<file path="src/common/sat_consts.svh">
// Constants for the stereo serial audio transmitter
`ifndef SAT_CONSTS_SVH
`define SAT_CONSTS_SVH

// System clock rate in Hz (10 ns period)
`define SAT_CLK_HZ          100000000
// Sample rate in Hz and bit cells per stereo frame
`define SAT_SAMPLE_HZ       12000
`define SAT_FRAME_BITS      32
// Half bit-clock period in system clocks, integer division only
`define SAT_HALF_DIV        (`SAT_CLK_HZ / (`SAT_SAMPLE_HZ * `SAT_FRAME_BITS * 2))
// Default channel word length and FIFO depth
`define SAT_WORD_BITS       16
`define SAT_FIFO_DEPTH      16
// Bit index of the byte MSB, and where the very first byte starts
`define SAT_BYTE_MSB        3'h7
`define SAT_FIRST_BIT       3'h6
// Reset values of the pins
`define SAT_RST_BCLK        1'h0
`define SAT_RST_FS          1'h0
`define SAT_RST_SD          1'h0

`endif

</file>
<file path="src/common/sat_pkg.sv">
// Types shared by the stereo serial audio transmitter
package sat_pkg;

    // Controller states
    typedef enum logic {
        SAT_IDLE,
        SAT_RUN
    } sat_state_t;

    // Serial link pins toward the codec
    typedef struct packed {
        logic bit_clock;
        logic frame_select_out;
        logic serial_data;
    } sat_pins_t;

    // Byte offered by the sample source
    typedef struct packed {
        logic       valid;
        logic [7:0] data;
    } sat_src_t;

    // Whole state of the transmitter
    typedef struct packed {
        sat_state_t state;
        logic [15:0] div;
        logic [5:0]  cnt;
        logic        first;
        logic [7:0]  shift;
        logic [2:0]  bit_idx;
        logic        underrun;
        sat_pins_t   pins;
    } sat_tx_state_t;

endpackage

</file>
<file path="src/rtl/sat_top.sv">
// Stereo serial audio transmitter with its byte FIFO
`timescale 1ns/100ps
`default_nettype none
`include "sat_consts.svh"

// Byte FIFO between the sample source and the shifter
// Registered ready and valid: neither side sees a combinational path
// through the other, at the cost of one cycle of fill latency.
// Full and empty come from a shared count, so the pointers never
// need an extra wrap bit.
// Read data is the word under the read pointer, valid with out_valid.
// Depth is a power of two so the pointers wrap without compare logic.
// Storage has no reset; the count alone says which words are live.
module sat_fifo #(
    parameter int WIDTH = 8,
    parameter int DEPTH = `SAT_FIFO_DEPTH
) (
    // Clock and reset
    input  wire logic             clock,
    input  wire logic             resetn,
    // Filling side
    input  wire logic [WIDTH-1:0] in_data,
    input  wire logic             in_valid,
    output var  logic             in_ready,
    // Draining side
    output var  logic [WIDTH-1:0] out_data,
    output var  logic             out_valid,
    input  wire logic             out_ready
);
    localparam int AW = $clog2(DEPTH);

    typedef struct packed {
        logic [AW:0]   count;
        logic [AW-1:0] wr;
        logic [AW-1:0] rd;
        logic          in_rdy;
        logic          out_vld;
    } sat_fifo_st_t;

    sat_fifo_st_t     st_ff;
    sat_fifo_st_t     nxt_st;
    logic [WIDTH-1:0] mem_ff [DEPTH];
    logic             push;
    logic             pop;

    // Pointers wrap for free only at a power of two
    if (DEPTH < 2 || (DEPTH & (DEPTH - 1)) != 0) begin : g_bad_depth
        $error("sat_fifo: DEPTH must be a power of two, at least 2");
    end

    // A zero-width word has nothing to carry
    if (WIDTH < 1) begin : g_bad_width
        $error("sat_fifo: WIDTH must be at least 1");
    end

    // Pointer advance, shared by both ends
    function automatic logic [AW-1:0] ptr_inc(input logic [AW-1:0] p);
        ptr_inc = p + {{(AW-1){1'b0}}, 1'b1};
    endfunction

    assign push      = in_valid && st_ff.in_rdy;
    assign pop       = out_ready && st_ff.out_vld;
    assign in_ready  = st_ff.in_rdy;
    assign out_valid = st_ff.out_vld;
    assign out_data  = mem_ff[st_ff.rd];

    // Next state; flags are registered so both sides see clean levels
    always_comb begin
        nxt_st = st_ff;
        if (push) begin
            nxt_st.wr = ptr_inc(st_ff.wr);
        end
        if (pop) begin
            nxt_st.rd = ptr_inc(st_ff.rd);
        end
        case ({push, pop})
            2'b10:   nxt_st.count = st_ff.count + 1'b1;
            2'b01:   nxt_st.count = st_ff.count - 1'b1;
            default: nxt_st.count = st_ff.count;
        endcase
        nxt_st.in_rdy  = (nxt_st.count != DEPTH[AW:0]);
        nxt_st.out_vld = (nxt_st.count != '0);
    end

    // State register
    always_ff @(posedge clock) begin
        if (!resetn) begin
            st_ff <= '{count: '0, wr: '0, rd: '0, in_rdy: 1'b1, out_vld: 1'b0};
        end else begin
            st_ff <= nxt_st;
        end
    end

    // Storage needs no reset; only written words are ever read
    always_ff @(posedge clock) begin
        if (push) begin
            mem_ff[st_ff.wr] <= in_data;
        end
    end
endmodule

// Serial transmitter: divider, frame counter and byte shifter.
// Limitations worth knowing before use:
// - The bit clock is a whole number of system clocks per half cell;
//   sample rates that do not divide evenly come out slightly fast.
// - The very first byte after start loses its top bit, so the first
//   left word carries 15 bits; every later word is complete.
// - An empty FIFO at a byte boundary sends a zero byte and pulses
//   underrun; the link keeps running so the codec stays locked.
// - Lowering enable stops only after the right word's last cell,
//   trading stop latency for never showing the codec a short frame.
// - A restart always begins again at the left word with a fresh drop.
// - Only byte-multiple word lengths are served, since the shifter
//   refills a whole byte at a time.
// - The source must keep up with one byte per eight cells; the FIFO
//   only hides bursts, not a slower average rate.
// - Enable is read on this clock; it must come from synchronous logic.

// Overview of operation
// - Each sample leaves the data line most significant bit first.
// - Channel word length is 16 bits, with 24 and 32 as options.
// - Data and frame select change on rising bit clock, or park low at a stop; codec samples falling.
// - Frame select low carries the left word, high the right word.
// - Frame select changes in the same bit cell as the word's first bit.
// - A subframe is 16 bits; frame select toggles on the following rise.
// - Frame counter wraps at 31, compares at 16, toggling at both.
// - The frame counter advances on rising bit clock edges.
// - Default frame: two 16-bit channels, 12 kHz, 32 bits, 384 kbit/s.
// - Each data bit is stable at the falling edge; clock idles low.
// - Once running, clock, frame select and data continue without gaps.
// - Start-up first left word has 15 bits; the first byte's MSB is dropped.
// - Bit clock comes from the system clock by integer division only.
module sat_top #(
    parameter int WORD_BITS  = `SAT_WORD_BITS,
    parameter int FIFO_DEPTH = `SAT_FIFO_DEPTH,
    parameter int HALF_DIV   = `SAT_HALF_DIV
) (
    // Clock and reset
    input  wire logic              clock,
    input  wire logic              resetn,
    // Control and status
    input  wire logic              enable,
    output var  logic              running,
    output var  logic              underrun,
    // Sample source, one byte per transfer
    input  wire sat_pkg::sat_src_t src,
    output var  logic              tx_holding_empty_flag,
    // Serial link to the codec
    output var  sat_pkg::sat_pins_t link
);
    // Counter modulus and compare point scale with the word length
    localparam logic [5:0]  COUNTER_MODULUS       = 6'(2 * WORD_BITS - 1);
    localparam logic [5:0]  CHANNEL_COMPARE_VALUE = 6'(WORD_BITS);
    localparam logic [15:0] DIV_LAST              = 16'(HALF_DIV - 1);

    // Link level while parked, after reset and after a stop
    localparam sat_pkg::sat_pins_t PINS_IDLE = '{
        bit_clock:        `SAT_RST_BCLK,
        frame_select_out: `SAT_RST_FS,
        serial_data:      `SAT_RST_SD
    };

    // Frame counter step; wraps after the last cell of the right word
    function automatic logic [5:0] frame_step(input logic [5:0] c);
        if (c == COUNTER_MODULUS) begin
            frame_step = 6'h0;
        end else begin
            frame_step = c + 6'h1;
        end
    endfunction

    // Side flips at the compare point and at reload only
    function automatic logic side_flip(input logic [5:0] c);
        side_flip = (c == CHANNEL_COMPARE_VALUE) || (c == 6'h0);
    endfunction

    // Half cell ends when the divider reads its last value
    function automatic logic half_end(input logic [15:0] d);
        half_end = (d == DIV_LAST);
    endfunction

    // Byte that the shifter takes: the FIFO head, or silence if starved
    function automatic logic [7:0] refill(input logic have, input logic [7:0] b);
        refill = have ? b : 8'h00;
    endfunction

    // State fields, all in one register:
    // - state: parked or running
    // - div: system clocks into the current half cell
    // - cnt: cell number within the frame, zero at the left word
    // - first: next rise is the start-up rise
    // - shift and bit_idx: byte on its way out and the bit to send next
    // - underrun: one-cycle flag for a starved refill
    // - pins: the three link outputs, registered

    sat_pkg::sat_tx_state_t st_ff;
    sat_pkg::sat_tx_state_t nxt_st;
    logic [7:0]             fifo_data;
    logic                   fifo_valid;
    logic                   pop;
    logic                   load;
    logic [2:0]             load_idx;
    logic                   half_done;
    logic                   frame_done;

    // Only byte-multiple word lengths the counter can hold
    if (WORD_BITS != 16 && WORD_BITS != 24 && WORD_BITS != 32) begin : g_bad_word
        $error("sat_top: WORD_BITS must be 16, 24 or 32");
    end
    if (HALF_DIV < 1 || HALF_DIV > 65536) begin : g_bad_div
        $error("sat_top: HALF_DIV out of range");
    end
    if (FIFO_DEPTH < 2 || (FIFO_DEPTH & (FIFO_DEPTH - 1)) != 0) begin : g_bad_fifo
        $error("sat_top: FIFO_DEPTH must be a power of two, at least 2");
    end

    // Holding stage; its room is the source's go-ahead
    // The flag is the FIFO's registered ready, so a full FIFO refuses
    // the next byte one cycle after the last free word is taken; the
    // source holds a refused byte and offers it again.
    sat_fifo #(
        .WIDTH (8),
        .DEPTH (FIFO_DEPTH)
    ) u_fifo (
        .clock     (clock),
        .resetn    (resetn),
        .in_data   (src.data),
        .in_valid  (src.valid),
        .in_ready  (tx_holding_empty_flag),
        .out_data  (fifo_data),
        .out_valid (fifo_valid),
        .out_ready (pop)
    );

    // Divider and frame strobes, shared by the run branches
    assign half_done  = half_end(st_ff.div);
    assign frame_done = (st_ff.cnt == COUNTER_MODULUS);

    // Cell timing, all in system clocks with H = HALF_DIV:
    // - a rise starts each cell, data and frame select move with it;
    // - the fall lands H clocks later, mid-cell, where the codec samples;
    // - the next rise lands H clocks after the fall.
    // The frame counter moves only on rises and at a stop, so frame select can never
    // change while the codec is sampling.
    // A byte is pulled on the rise that shifts out the previous byte's
    // last bit, which leaves the FIFO a whole byte time to refill.
    // The stop check sits on the low phase, so a stop never cuts a cell.
    // Next state of divider, frame counter and shifter
    always_comb begin
        nxt_st          = st_ff;
        nxt_st.underrun = 1'b0;
        pop             = 1'b0;
        load            = 1'b0;
        load_idx        = `SAT_BYTE_MSB;
        case (st_ff.state)
            sat_pkg::SAT_IDLE: begin
                if (enable) begin
                    nxt_st.state = sat_pkg::SAT_RUN;
                    nxt_st.div   = '0;
                    nxt_st.first = 1'b1;
                end
            end
            sat_pkg::SAT_RUN: begin
                if (!half_done) begin
                    nxt_st.div = st_ff.div + 16'h1;
                end else begin
                    nxt_st.div = '0;
                    if (st_ff.pins.bit_clock) begin
                        // Falling edge mid-cell; data held since the rise
                        nxt_st.pins.bit_clock = 1'b0;
                    end else if (!st_ff.first && !enable
                                 && frame_done) begin
                        // Stop only at a frame boundary so the codec never
                        // sees a partial frame
                        nxt_st.state            = sat_pkg::SAT_IDLE;
                        nxt_st.cnt              = '0;
                        nxt_st.pins             = PINS_IDLE;
                    end else if (st_ff.first) begin
                        // First rise: left channel, first byte loses its MSB
                        nxt_st.pins.bit_clock        = 1'b1;
                        nxt_st.first                 = 1'b0;
                        nxt_st.cnt                   = '0;
                        nxt_st.pins.frame_select_out = 1'b0;
                        nxt_st.pins.serial_data      = 1'b0;
                        load                         = 1'b1;
                        load_idx                     = `SAT_FIRST_BIT;
                    end else begin
                        // Every rise advances the frame and the data
                        nxt_st.pins.bit_clock = 1'b1;
                        nxt_st.cnt = frame_step(st_ff.cnt);
                        // Toggle at compare and reload, in the cell of the MSB
                        if (side_flip(nxt_st.cnt)) begin
                            nxt_st.pins.frame_select_out =
                                ~st_ff.pins.frame_select_out;
                        end
                        // Stream keeps step with frame select, moving in the same cell
                        nxt_st.pins.serial_data = st_ff.shift[st_ff.bit_idx];
                        if (st_ff.bit_idx == '0) begin
                            load = 1'b1;
                        end else begin
                            nxt_st.bit_idx = st_ff.bit_idx - 3'h1;
                        end
                    end
                end
            end
            default: begin
                nxt_st = '0;
            end
        endcase
        // Next byte in arrival order; zeros keep the frame going if starved
        if (load) begin
            nxt_st.bit_idx = load_idx;
            nxt_st.shift    = refill(fifo_valid, fifo_data);
            nxt_st.underrun = !fifo_valid;
            pop             = fifo_valid;
        end
    end

    // State register; reset parks the link with frame select low
    always_ff @(posedge clock) begin
        if (!resetn) begin
            st_ff       <= '0;
            st_ff.state <= sat_pkg::SAT_IDLE;
            st_ff.pins  <= PINS_IDLE;
        end else begin
            st_ff <= nxt_st;
        end
    end

    // Outputs straight from the state register
    // The state is a single flop, so running is that flop's value;
    // underrun and the link pins are fields of the same register, so
    // no output glitches while the next state settles.
    assign link     = st_ff.pins;
    assign underrun = st_ff.underrun;
    assign running  = (st_ff.state == sat_pkg::SAT_RUN);
endmodule

`default_nettype wire

</file>
<file path="config.mk">
export PLATFORM = sky130hd
export DESIGN_NAME = sat_top
export DESIGN_NICKNAME = d
export VERILOG_FILES = /design/src/common/sat_pkg.sv /design/src/rtl/sat_top.sv
export VERILOG_INCLUDE_DIRS = /design/src /design/src/common
export SDC_FILE = /design/constraint.sdc
export NUM_CORES = 1
export LEC_CHECK = 0
export ABC_AREA = 1
export BUFFER_PORTS_ARGS = -buffer_cell sky130_fd_sc_hd__clkbuf_2
export CAP_MARGIN = 20
export CORE_MARGIN = 2
export CORE_UTILIZATION = 45
export CTS_CLUSTER_SIZE = 14
export DETAILED_ROUTE_END_ITERATION = 10
export PLACE_DENSITY = 0.59
export SYNTH_ARGS = -nofsm -noshare
export SYNTH_HDL_FRONTEND = slang
export SYNTH_SLANG_ARGS = --single-unit
</file>
<file path="constraint.sdc">
create_clock -name clock -period 2.64 [get_ports clock]
set_clock_uncertainty 0.15 [all_clocks]
set_input_delay 0.132 -clock clock [delete_from_list [all_inputs] [get_ports clock]]
set_output_delay 0.132 -clock clock [all_outputs]
set_load 0.01 [all_outputs]
</file>
# --- Word-level counts from Yosys, hierarchy flattened ---
# Memories as Yosys holds them, arrays and structs flattened. A register that Yosys moved wholly into a read port is not among the register bits.
# Cells that the tools add are included.
word_totals:
  register_bits: 54
  ramBits: 128
  elab_cells: 111
  n_memories: 1
op_classes:
  add_sub_neg: 7
  magnitude_cmp: 1
  n_eq_ne: 14
  mux: 50
  bitwise: 3
  reduce_logical: 20
memory_table:
  columns: ["name", "words", "width", "rd", "rd_clocked_by_memory_dff", "wr", "line_no", "text"]
  rows:
  - ["u_fifo.mem_ff", 16, 8, 1, 1, 1, "sat_top.sv:42", "logic [WIDTH-1:0] mem_ff [DEPTH];"]
op_table:
  columns: ["cell", "count"]
  rows:
  - ["$mux W6", 8]
  - ["$pmux W17 S2", 1]
  - ["$mux W1", 24]
  - ["$mux W3", 7]
  - ["$mux W17", 1]
  - ["$add A16 B1 Y16 const B", 1]
  - ["$eq A16 B8 Y1 const B", 1]
  - ["$mux W16", 1]
  - ["$eq A6 B5 Y1 const B", 2]
  - ["$mux W4", 3]
  - ["$ne A2 B2 Y1 const B", 5]
  - ["$pmux W5 S2", 1]
  - ["$add A4 B1 Y4 const B", 2]
  - ["$mux W8", 1]
  - ["$reduce_and A4 Y1", 2]
  - ["$add A6 B1 Y6 const B", 1]
  - ["$logic_not A6 Y1", 1]
  - ["$ne A2 B1 Y1 const B", 3]
  - ["$reduce_and A6 Y1", 1]
  - ["$add A5 B1 Y5 const B", 1]
  - ["$ne A5 B5 Y1 const B", 1]
  - ["$reduce_bool A5 Y1", 1]
  - ["$sub A5 B1 Y5 const B", 1]
  - ["$logic_and A1 B1 Y1", 4]
  - ["other kinds (15)", 21]

# --- Longest topological paths before layout ---
logic_depth:
  depth_word: 13
  ltp_mapped: 21

# --- Modules after synthesis ---
# A second synthesis with hierarchy kept.
unflattened:
  cells_unflattened: 819
  hier_area_um2: 8381.8
modules_own_cells:
  columns: ["module", "instances", "cells_each", "area_per_inst_um2", "seq_area_each_um2"]
  rows:
  - ["sat_fifo", 1, 492, 6150.9, 4224.1]
  - ["sat_top", 1, 327, 2230.9, 780.7]

# --- Worst setup path before layout ---
# No wires, ideal clock.
synth_timing:
  path_kind: "flip-flop to flip-flop"
  start: "register st_ff[16] (netlist bit)"
  end: "register u_fifo.st_ff, in the netlist u_fifo.out_valid"
  setup_time_ps: 113
  t_arrival_ps: 2145
  required_ps: 2377
  setup_slack_ps: 232
  stages_incl_launch_ff: 16
  path_buffers: 0
  cell_sequence: "dfxtp_1 -> ha_1 -> nand2_1 -> nor2_1 -> nand3_1 -> inv_2 -> nor2_1 -> nand2_1 -> nor2_2 -> ha_1 -> o21ai_0 -> nand2_1 -> nor2_1 -> nand3_1 -> nand2_1 -> nand2_1"
synth_via:
  elab_chain_len: 11
  word_cells_on_any_way: 12
synth_rtl:
  columns: ["element", "line_no", "text"]
  rows:
  - ["from (decl)", "sat_top.sv:196", "sat_pkg::sat_tx_state_t st_ff;"]
  - ["from (signal assigned)", "sat_top.sv:326", "st_ff <= nxt_st;"]
  - ["$eq A6 B5 Y1 (*)", "sat_top.sv:237", "assign frame_done = (st_ff.cnt == COUNTER_MODULUS);"]
  - ["$logic_and A1 B1 Y1 (*)", "sat_top.sv:272", "&& frame_done) begin"]
  - ["$mux W1 (*)", "sat_top.sv:271", "end else if (!st_ff.first && !enable"]
  - ["$mux W1 (*)", "sat_top.sv:268", "if (st_ff.pins.bit_clock) begin"]
  - ["$mux W1 (*)", "sat_top.sv:264", "if (!half_done) begin"]
  - ["$mux W1 (*)", "sat_top.sv:255", "case (st_ff.state)"]
  - ["$mux W1 (*)", "sat_top.sv:311", "if (load) begin"]
  - ["$logic_and A1 B1 Y1 (*)", "sat_top.sv:62", "assign pop = out_ready && st_ff.out_vld;"]
  - ["$eq A2 B1 Y1 or $eq A2 B2 Y1 (tied branches)", "sat_top.sv:76", "case ({push, pop})"]
  - ["$pmux W5 S2 (*)", "sat_top.sv:76", null]
  - ["$reduce_bool A5 Y1 (*)", "sat_top.sv:82", "nxt_st.out_vld = (nxt_st.count != '0);"]
  - ["to (signal assigned)", "sat_top.sv:88", "st_ff <= '{count: '0, wr: '0, rd: '0, in_rdy: 1'b1, out_vld: 1'b0};"]
  - ["to (signal assigned)", "sat_top.sv:90", "st_ff <= nxt_st;"]
  - ["to (decl)", "sat_top.sv:40", "sat_fifo_st_t st_ff;"]
# Every way passes the cells marked *; elsewhere a longest branch is shown, timed or not.
# A chain may end at the register's enable or synchronous reset.

# --- Final worst setup path ---
layout_timing:
  start: "register st_ff[23] (netlist bit)"
  end: "register u_fifo.st_ff, in the netlist u_fifo.in_ready"
layout_via:
  elab_chain_len: 8
  word_cells_on_any_way: 9
layout_rtl:
  columns: ["element", "line_no", "text"]
  rows:
  - ["$eq A16 B8 Y1 (*)", "sat_top.sv:179", "half_end = (d == DIV_LAST);"]
  - ["$mux W1 (*)", "sat_top.sv:264", null]
  - ["$mux W1 (*)", "sat_top.sv:255", null]
  - ["$mux W1 (*)", "sat_top.sv:311", null]
  - ["$logic_and A1 B1 Y1 (*)", "sat_top.sv:62", null]
  - ["$eq A2 B1 Y1 or $eq A2 B2 Y1 (tied branches)", "sat_top.sv:76", null]
  - ["$pmux W5 S2 (*)", "sat_top.sv:76", null]
  - ["$ne A5 B5 Y1 (*)", "sat_top.sv:81", "nxt_st.in_rdy = (nxt_st.count != DEPTH[AW:0]);"]
# Marks and branches as above.

==> impl_results.rst <==
.. list-table::
   :header-rows: 1

   * - Metric
     - Value
   * - Filler cell count in the final layout
     - 1556
   * - Most frequent cells in the layout
     - 128 x sky130_fd_sc_hd__edfxtp_1, 99 x sky130_fd_sc_hd__nand2_1, 94 x sky130_fd_sc_hd__o21ai_0, 83 x sky130_fd_sc_hd__inv_1, 75 x sky130_fd_sc_hd__a21oi_1
   * - Maximum number of pins on one net before global-route repair
     - 37
   * - Number of synthesized flops with an enable pin
     - approximately 130
   * - Dominant combinational cell family by area after synthesis
     - compound AO/OA/AOI/OAI gates
   * - Routability-driven placement congestion ratio
     - 0.8941
   * - GRT met2 Usage
     - 0.3303
   * - Fraction of final layout cells with drive strength greater than 1
     - 0.1439
   * - Aggregate negative setup slack
     - 0 ps
   * - Number of antenna cells inserted
     - 0
   * - Fraction of synthesized cell area in xor and xnor cells
     - 0.002141
   * - Total of warnings raised by yosys
     - 0
   * - Clock net sink count
     - ~190
   * - Final-report hold violation count
     - 0
   * - Normalized max-slew margin
     - 0.6252
   * - Worst Tran Pin Value
     - between 500 and 600 ps
   * - Kind of start point of the critical path
     - flip-flop
   * - Initial antenna violation count
     - 0
   * - Routed wire per std cell
     - 17.00 um
   * - Vias per Instance
     - 5.421
   * - Minimum setup slack after placement
     - -3.844 ps
   * - Die span in y
     - roughly 140 um
   * - Required time of the critical path
     - 2810 ps
   * - Share of synthesized area spent on multiplexers
     - 0.03916
   * - Avg Inst Size Synth
     - 10.24 um^2
   * - Starting Density
     - 0.4569
   * - Maximum fanout along the worst path
     - 3
   * - WHS
     - 31.43 ps
   * - Slack of the worst reg-to-reg path
     - 70 ps
   * - Data arrival at the endpoint of the critical path
     - 2740 ps
   * - Cell area after technology mapping
     - around 8200 um^2
   * - Worst Setup End Kind
     - flip-flop
   * - Layout Nets
     - 867
   * - Pwr/cell area
     - 610.8 nW/um^2
   * - Remaining Overflow, GRT
     - 0
   * - Total GRT Usage
     - 0.1955
   * - Period utilization
     - 0.9722
   * - Count of H-tree levels built during CTS
     - 4
   * - Total of endpoints with negative setup slack in the final report
     - 0
   * - Vias in the first global route
     - roughly 5700
   * - End-of-flow core utilization
     - 0.5207
   * - Worst-skew pair later-pin latency
     - 430 ps
   * - I/O pins
     - 18
   * - Simple-gate area share of the yosys netlist
     - 0.1311
   * - Clk buf depth
     - 2
   * - Adder-cell area share of the yosys netlist
     - 0.01835
   * - Clock Root Buffer
     - sky130_fd_sc_hd__clkbuf_16
   * - Num CTS Buffers
     - 17
   * - Leakage
     - 3.284 nW
   * - Clock input transition at the sequential cells of the worst setup and hold paths
     - 70 ps
   * - Final WL
     - 18430 um
   * - Fraction of synthesis flops using an asynchronous set or reset pin
     - 0
   * - Core region area
     - 17900 um^2
   * - Shortest clock period the worst path allows after layout
     - 2567 ps
   * - Flip-flop and latch count after synthesis
     - 186
   * - Setup slack of the critical path after layout
     - 73.32 ps
   * - Setup repair after global routing missed its margin
     - yes
   * - Distinct cells, synth
     - 39
   * - Mapped Nets
     - 823
   * - Gate count after technology mapping
     - 799
   * - Wire length of the first global-routing pass
     - 29410 um
   * - Met3 demand-to-capacity share in global routing
     - 0.03211
   * - Violation count after the first detailed-route iteration
     - roughly 400
   * - VDD IR-drop max
     - 0.0005115 V
   * - Residual DRC
     - 0
   * - Max frequency
     - 389.6 MHz
   * - Horizontal die dimension
     - 138.8 um
   * - Status
     - finished clean
   * - Final slew viol count
     - 0
   * - Number of port buffers
     - 17
   * - Most crowded layer after global routing
     - met2
   * - Total Power Consumption
     - 5.694 mW
   * - Total half-perimeter wirelength after legalization and detailed placement
     - approximately 12000 um
   * - Max capacitance violation total
     - 0
   * - Clock tree from TritonCTS
     - done
   * - Die Footprint
     - between 15000 and 20000 um^2
   * - Top FF cell, synth
     - sky130_fd_sc_hd__edfxtp_1
   * - Layout Area Growth over Synthesis
     - 13.95%
   * - Type of the worst min-delay path
     - input pin to flip-flop
   * - 1st-pass router iterations
     - 5
   * - Most common cell after layout, fill and taps aside
     - sky130_fd_sc_hd__edfxtp_1
   * - Global-route met1 utilization
     - 0.2542
   * - Critical path class
     - flip-flop to flip-flop
   * - Number of antenna-violating nets in the routed design
     - 0
   * - Post-synthesis compound-gate area fraction
     - 0.1367
   * - Sequential-to-total area share from yosys stat
     - 0.6118
   * - Total number of vias
     - ~5900
   * - Num rows
     - 49
## sequential cells by signal, summed over array words and instances, names as in the netlist, named ones only
signal and flops:
u_fifo.mem_ff 128, underrun 1, st_ff 34, u_fifo.in_ready 1, link 3, u_fifo.out_valid 1, u_fifo.st_ff 13, running 1
## Yosys cell counts (3+ instances only)
library cell                 n  area [um^2]
sky130_fd_sc_hd__o22ai_1    11        68.82
sky130_fd_sc_hd__buf_4       3        22.52
sky130_fd_sc_hd__buf_2       7        35.03
sky130_fd_sc_hd__nand2_2     3        18.77
sky130_fd_sc_hd__o211ai_1    8        60.06
sky130_fd_sc_hd__a211oi_1    7        52.55
sky130_fd_sc_hd__nor3_1      9        45.04
sky130_fd_sc_hd__clkinv_1    3        11.26
sky130_fd_sc_hd__a21oi_1    77        385.4
sky130_fd_sc_hd__o21a_1      3        22.52
sky130_fd_sc_hd__ha_1       12        150.1
sky130_fd_sc_hd__o21ai_0    95        475.5
sky130_fd_sc_hd__or2_2       3        18.77
sky130_fd_sc_hd__nand4_1    11        68.82
sky130_fd_sc_hd__mux2i_1    32        320.3
sky130_fd_sc_hd__inv_1      87        326.6
sky130_fd_sc_hd__clkbuf_1   20        75.07
sky130_fd_sc_hd__a31oi_1     3        18.77
sky130_fd_sc_hd__nand2_1   101        379.1
sky130_fd_sc_hd__inv_2       6        22.52
sky130_fd_sc_hd__nand3_1    26        130.1
sky130_fd_sc_hd__edfxtp_1  128         3844
sky130_fd_sc_hd__nor2_1     61        229.0
sky130_fd_sc_hd__nor2_2      5        31.28
sky130_fd_sc_hd__dfxtp_1    58         1161
## final cells by class
type,instances,area [um^2],area share
Multi-Input combinational cell,486,2749,0.2949
Tap cell,229,286.5,0.03074
Sequential cell,186,5012,0.5377
Inverter,96,360.3,0.03866
Timing Repair Buffer,56,392.9,0.04215
Clock buffer,22,444.2,0.04765
Clock inverter,9,76.32,0.008188
## power breakdown
part	leakage, nW	switching (mW)	internal [mW]
Combinational	1.42	0.150	0.0613
Sequential	1.63	0.0217	3.15
Clock	0.241	1.03	1.28
## layer usage
layer  wire length, um  up-vias
li1                  -     2877
met1              8235     2819
met2              8997      145
met3               802       35
met4               391        0
met5                 0        -
## per-stage QoR
step | instances | instance area, um^2
after floorplan | 799 | 8180
after global placement | 1048 | 8687
after detailed placement | 1048 | 8687
after CTS | 1080 | 9221
after global routing | 1084 | 9321
final | 1084 | 9321
## critical path, stage by stage, from the launching register on
cell                      delay (ps)
sky130_fd_sc_hd__dfxtp_2         330
sky130_fd_sc_hd__inv_2            80
sky130_fd_sc_hd__ha_4            140
sky130_fd_sc_hd__nand2_1          50
sky130_fd_sc_hd__inv_1            80
sky130_fd_sc_hd__nand2_2          60
sky130_fd_sc_hd__nor2_4          120
sky130_fd_sc_hd__nand3_4         110
sky130_fd_sc_hd__nor2_8          120
sky130_fd_sc_hd__nand4_1         110
sky130_fd_sc_hd__nand2_1         120
sky130_fd_sc_hd__nand2_2          80
sky130_fd_sc_hd__ha_4            170
sky130_fd_sc_hd__a21oi_4         120
sky130_fd_sc_hd__inv_2            60
sky130_fd_sc_hd__nand4_1          90
sky130_fd_sc_hd__nand3_1         100
sky130_fd_sc_hd__nand2_1         110
sky130_fd_sc_hd__nand2_1          70
sky130_fd_sc_hd__nor2_2          110
sky130_fd_sc_hd__nand2_1          60
## what timing repair did
| action | in CTS | in global routing |
|---|---|---|
| hold endpoints to repair | 2 | 0 |
| pin swaps | 0 | 12 |
| gates resized for setup | 1 | 22 |
| hold buffers | 1 | 0 |
| endpoints found under the setup margin | 1 | 6 |
| setup buffers | 0 | 4 |
## final timing paths
| path | from | end | depth (start not counted) |
|---|---|---|---|
| max | st_ff[23] | u_fifo.in_ready | 20 |
| min | src[0] | u_fifo.mem_ff[10][0] | 1 |
| max reg2reg | st_ff[23] | u_fifo.in_ready | 20 |
| min reg2reg | link[0] | link[0] | 2 |
## cells by family after synthesis
logic type | Yosys count
AO/OA/AOI/OAI | 208
XOR/XNOR | 2
adder cells (fa/ha/maj) | 12
buffers and inverters | 127
flip-flops | 186
multiplexers | 32
AND/OR/NAND/NOR | 232
No activity file was read; power rests on OpenSTA's default activity.
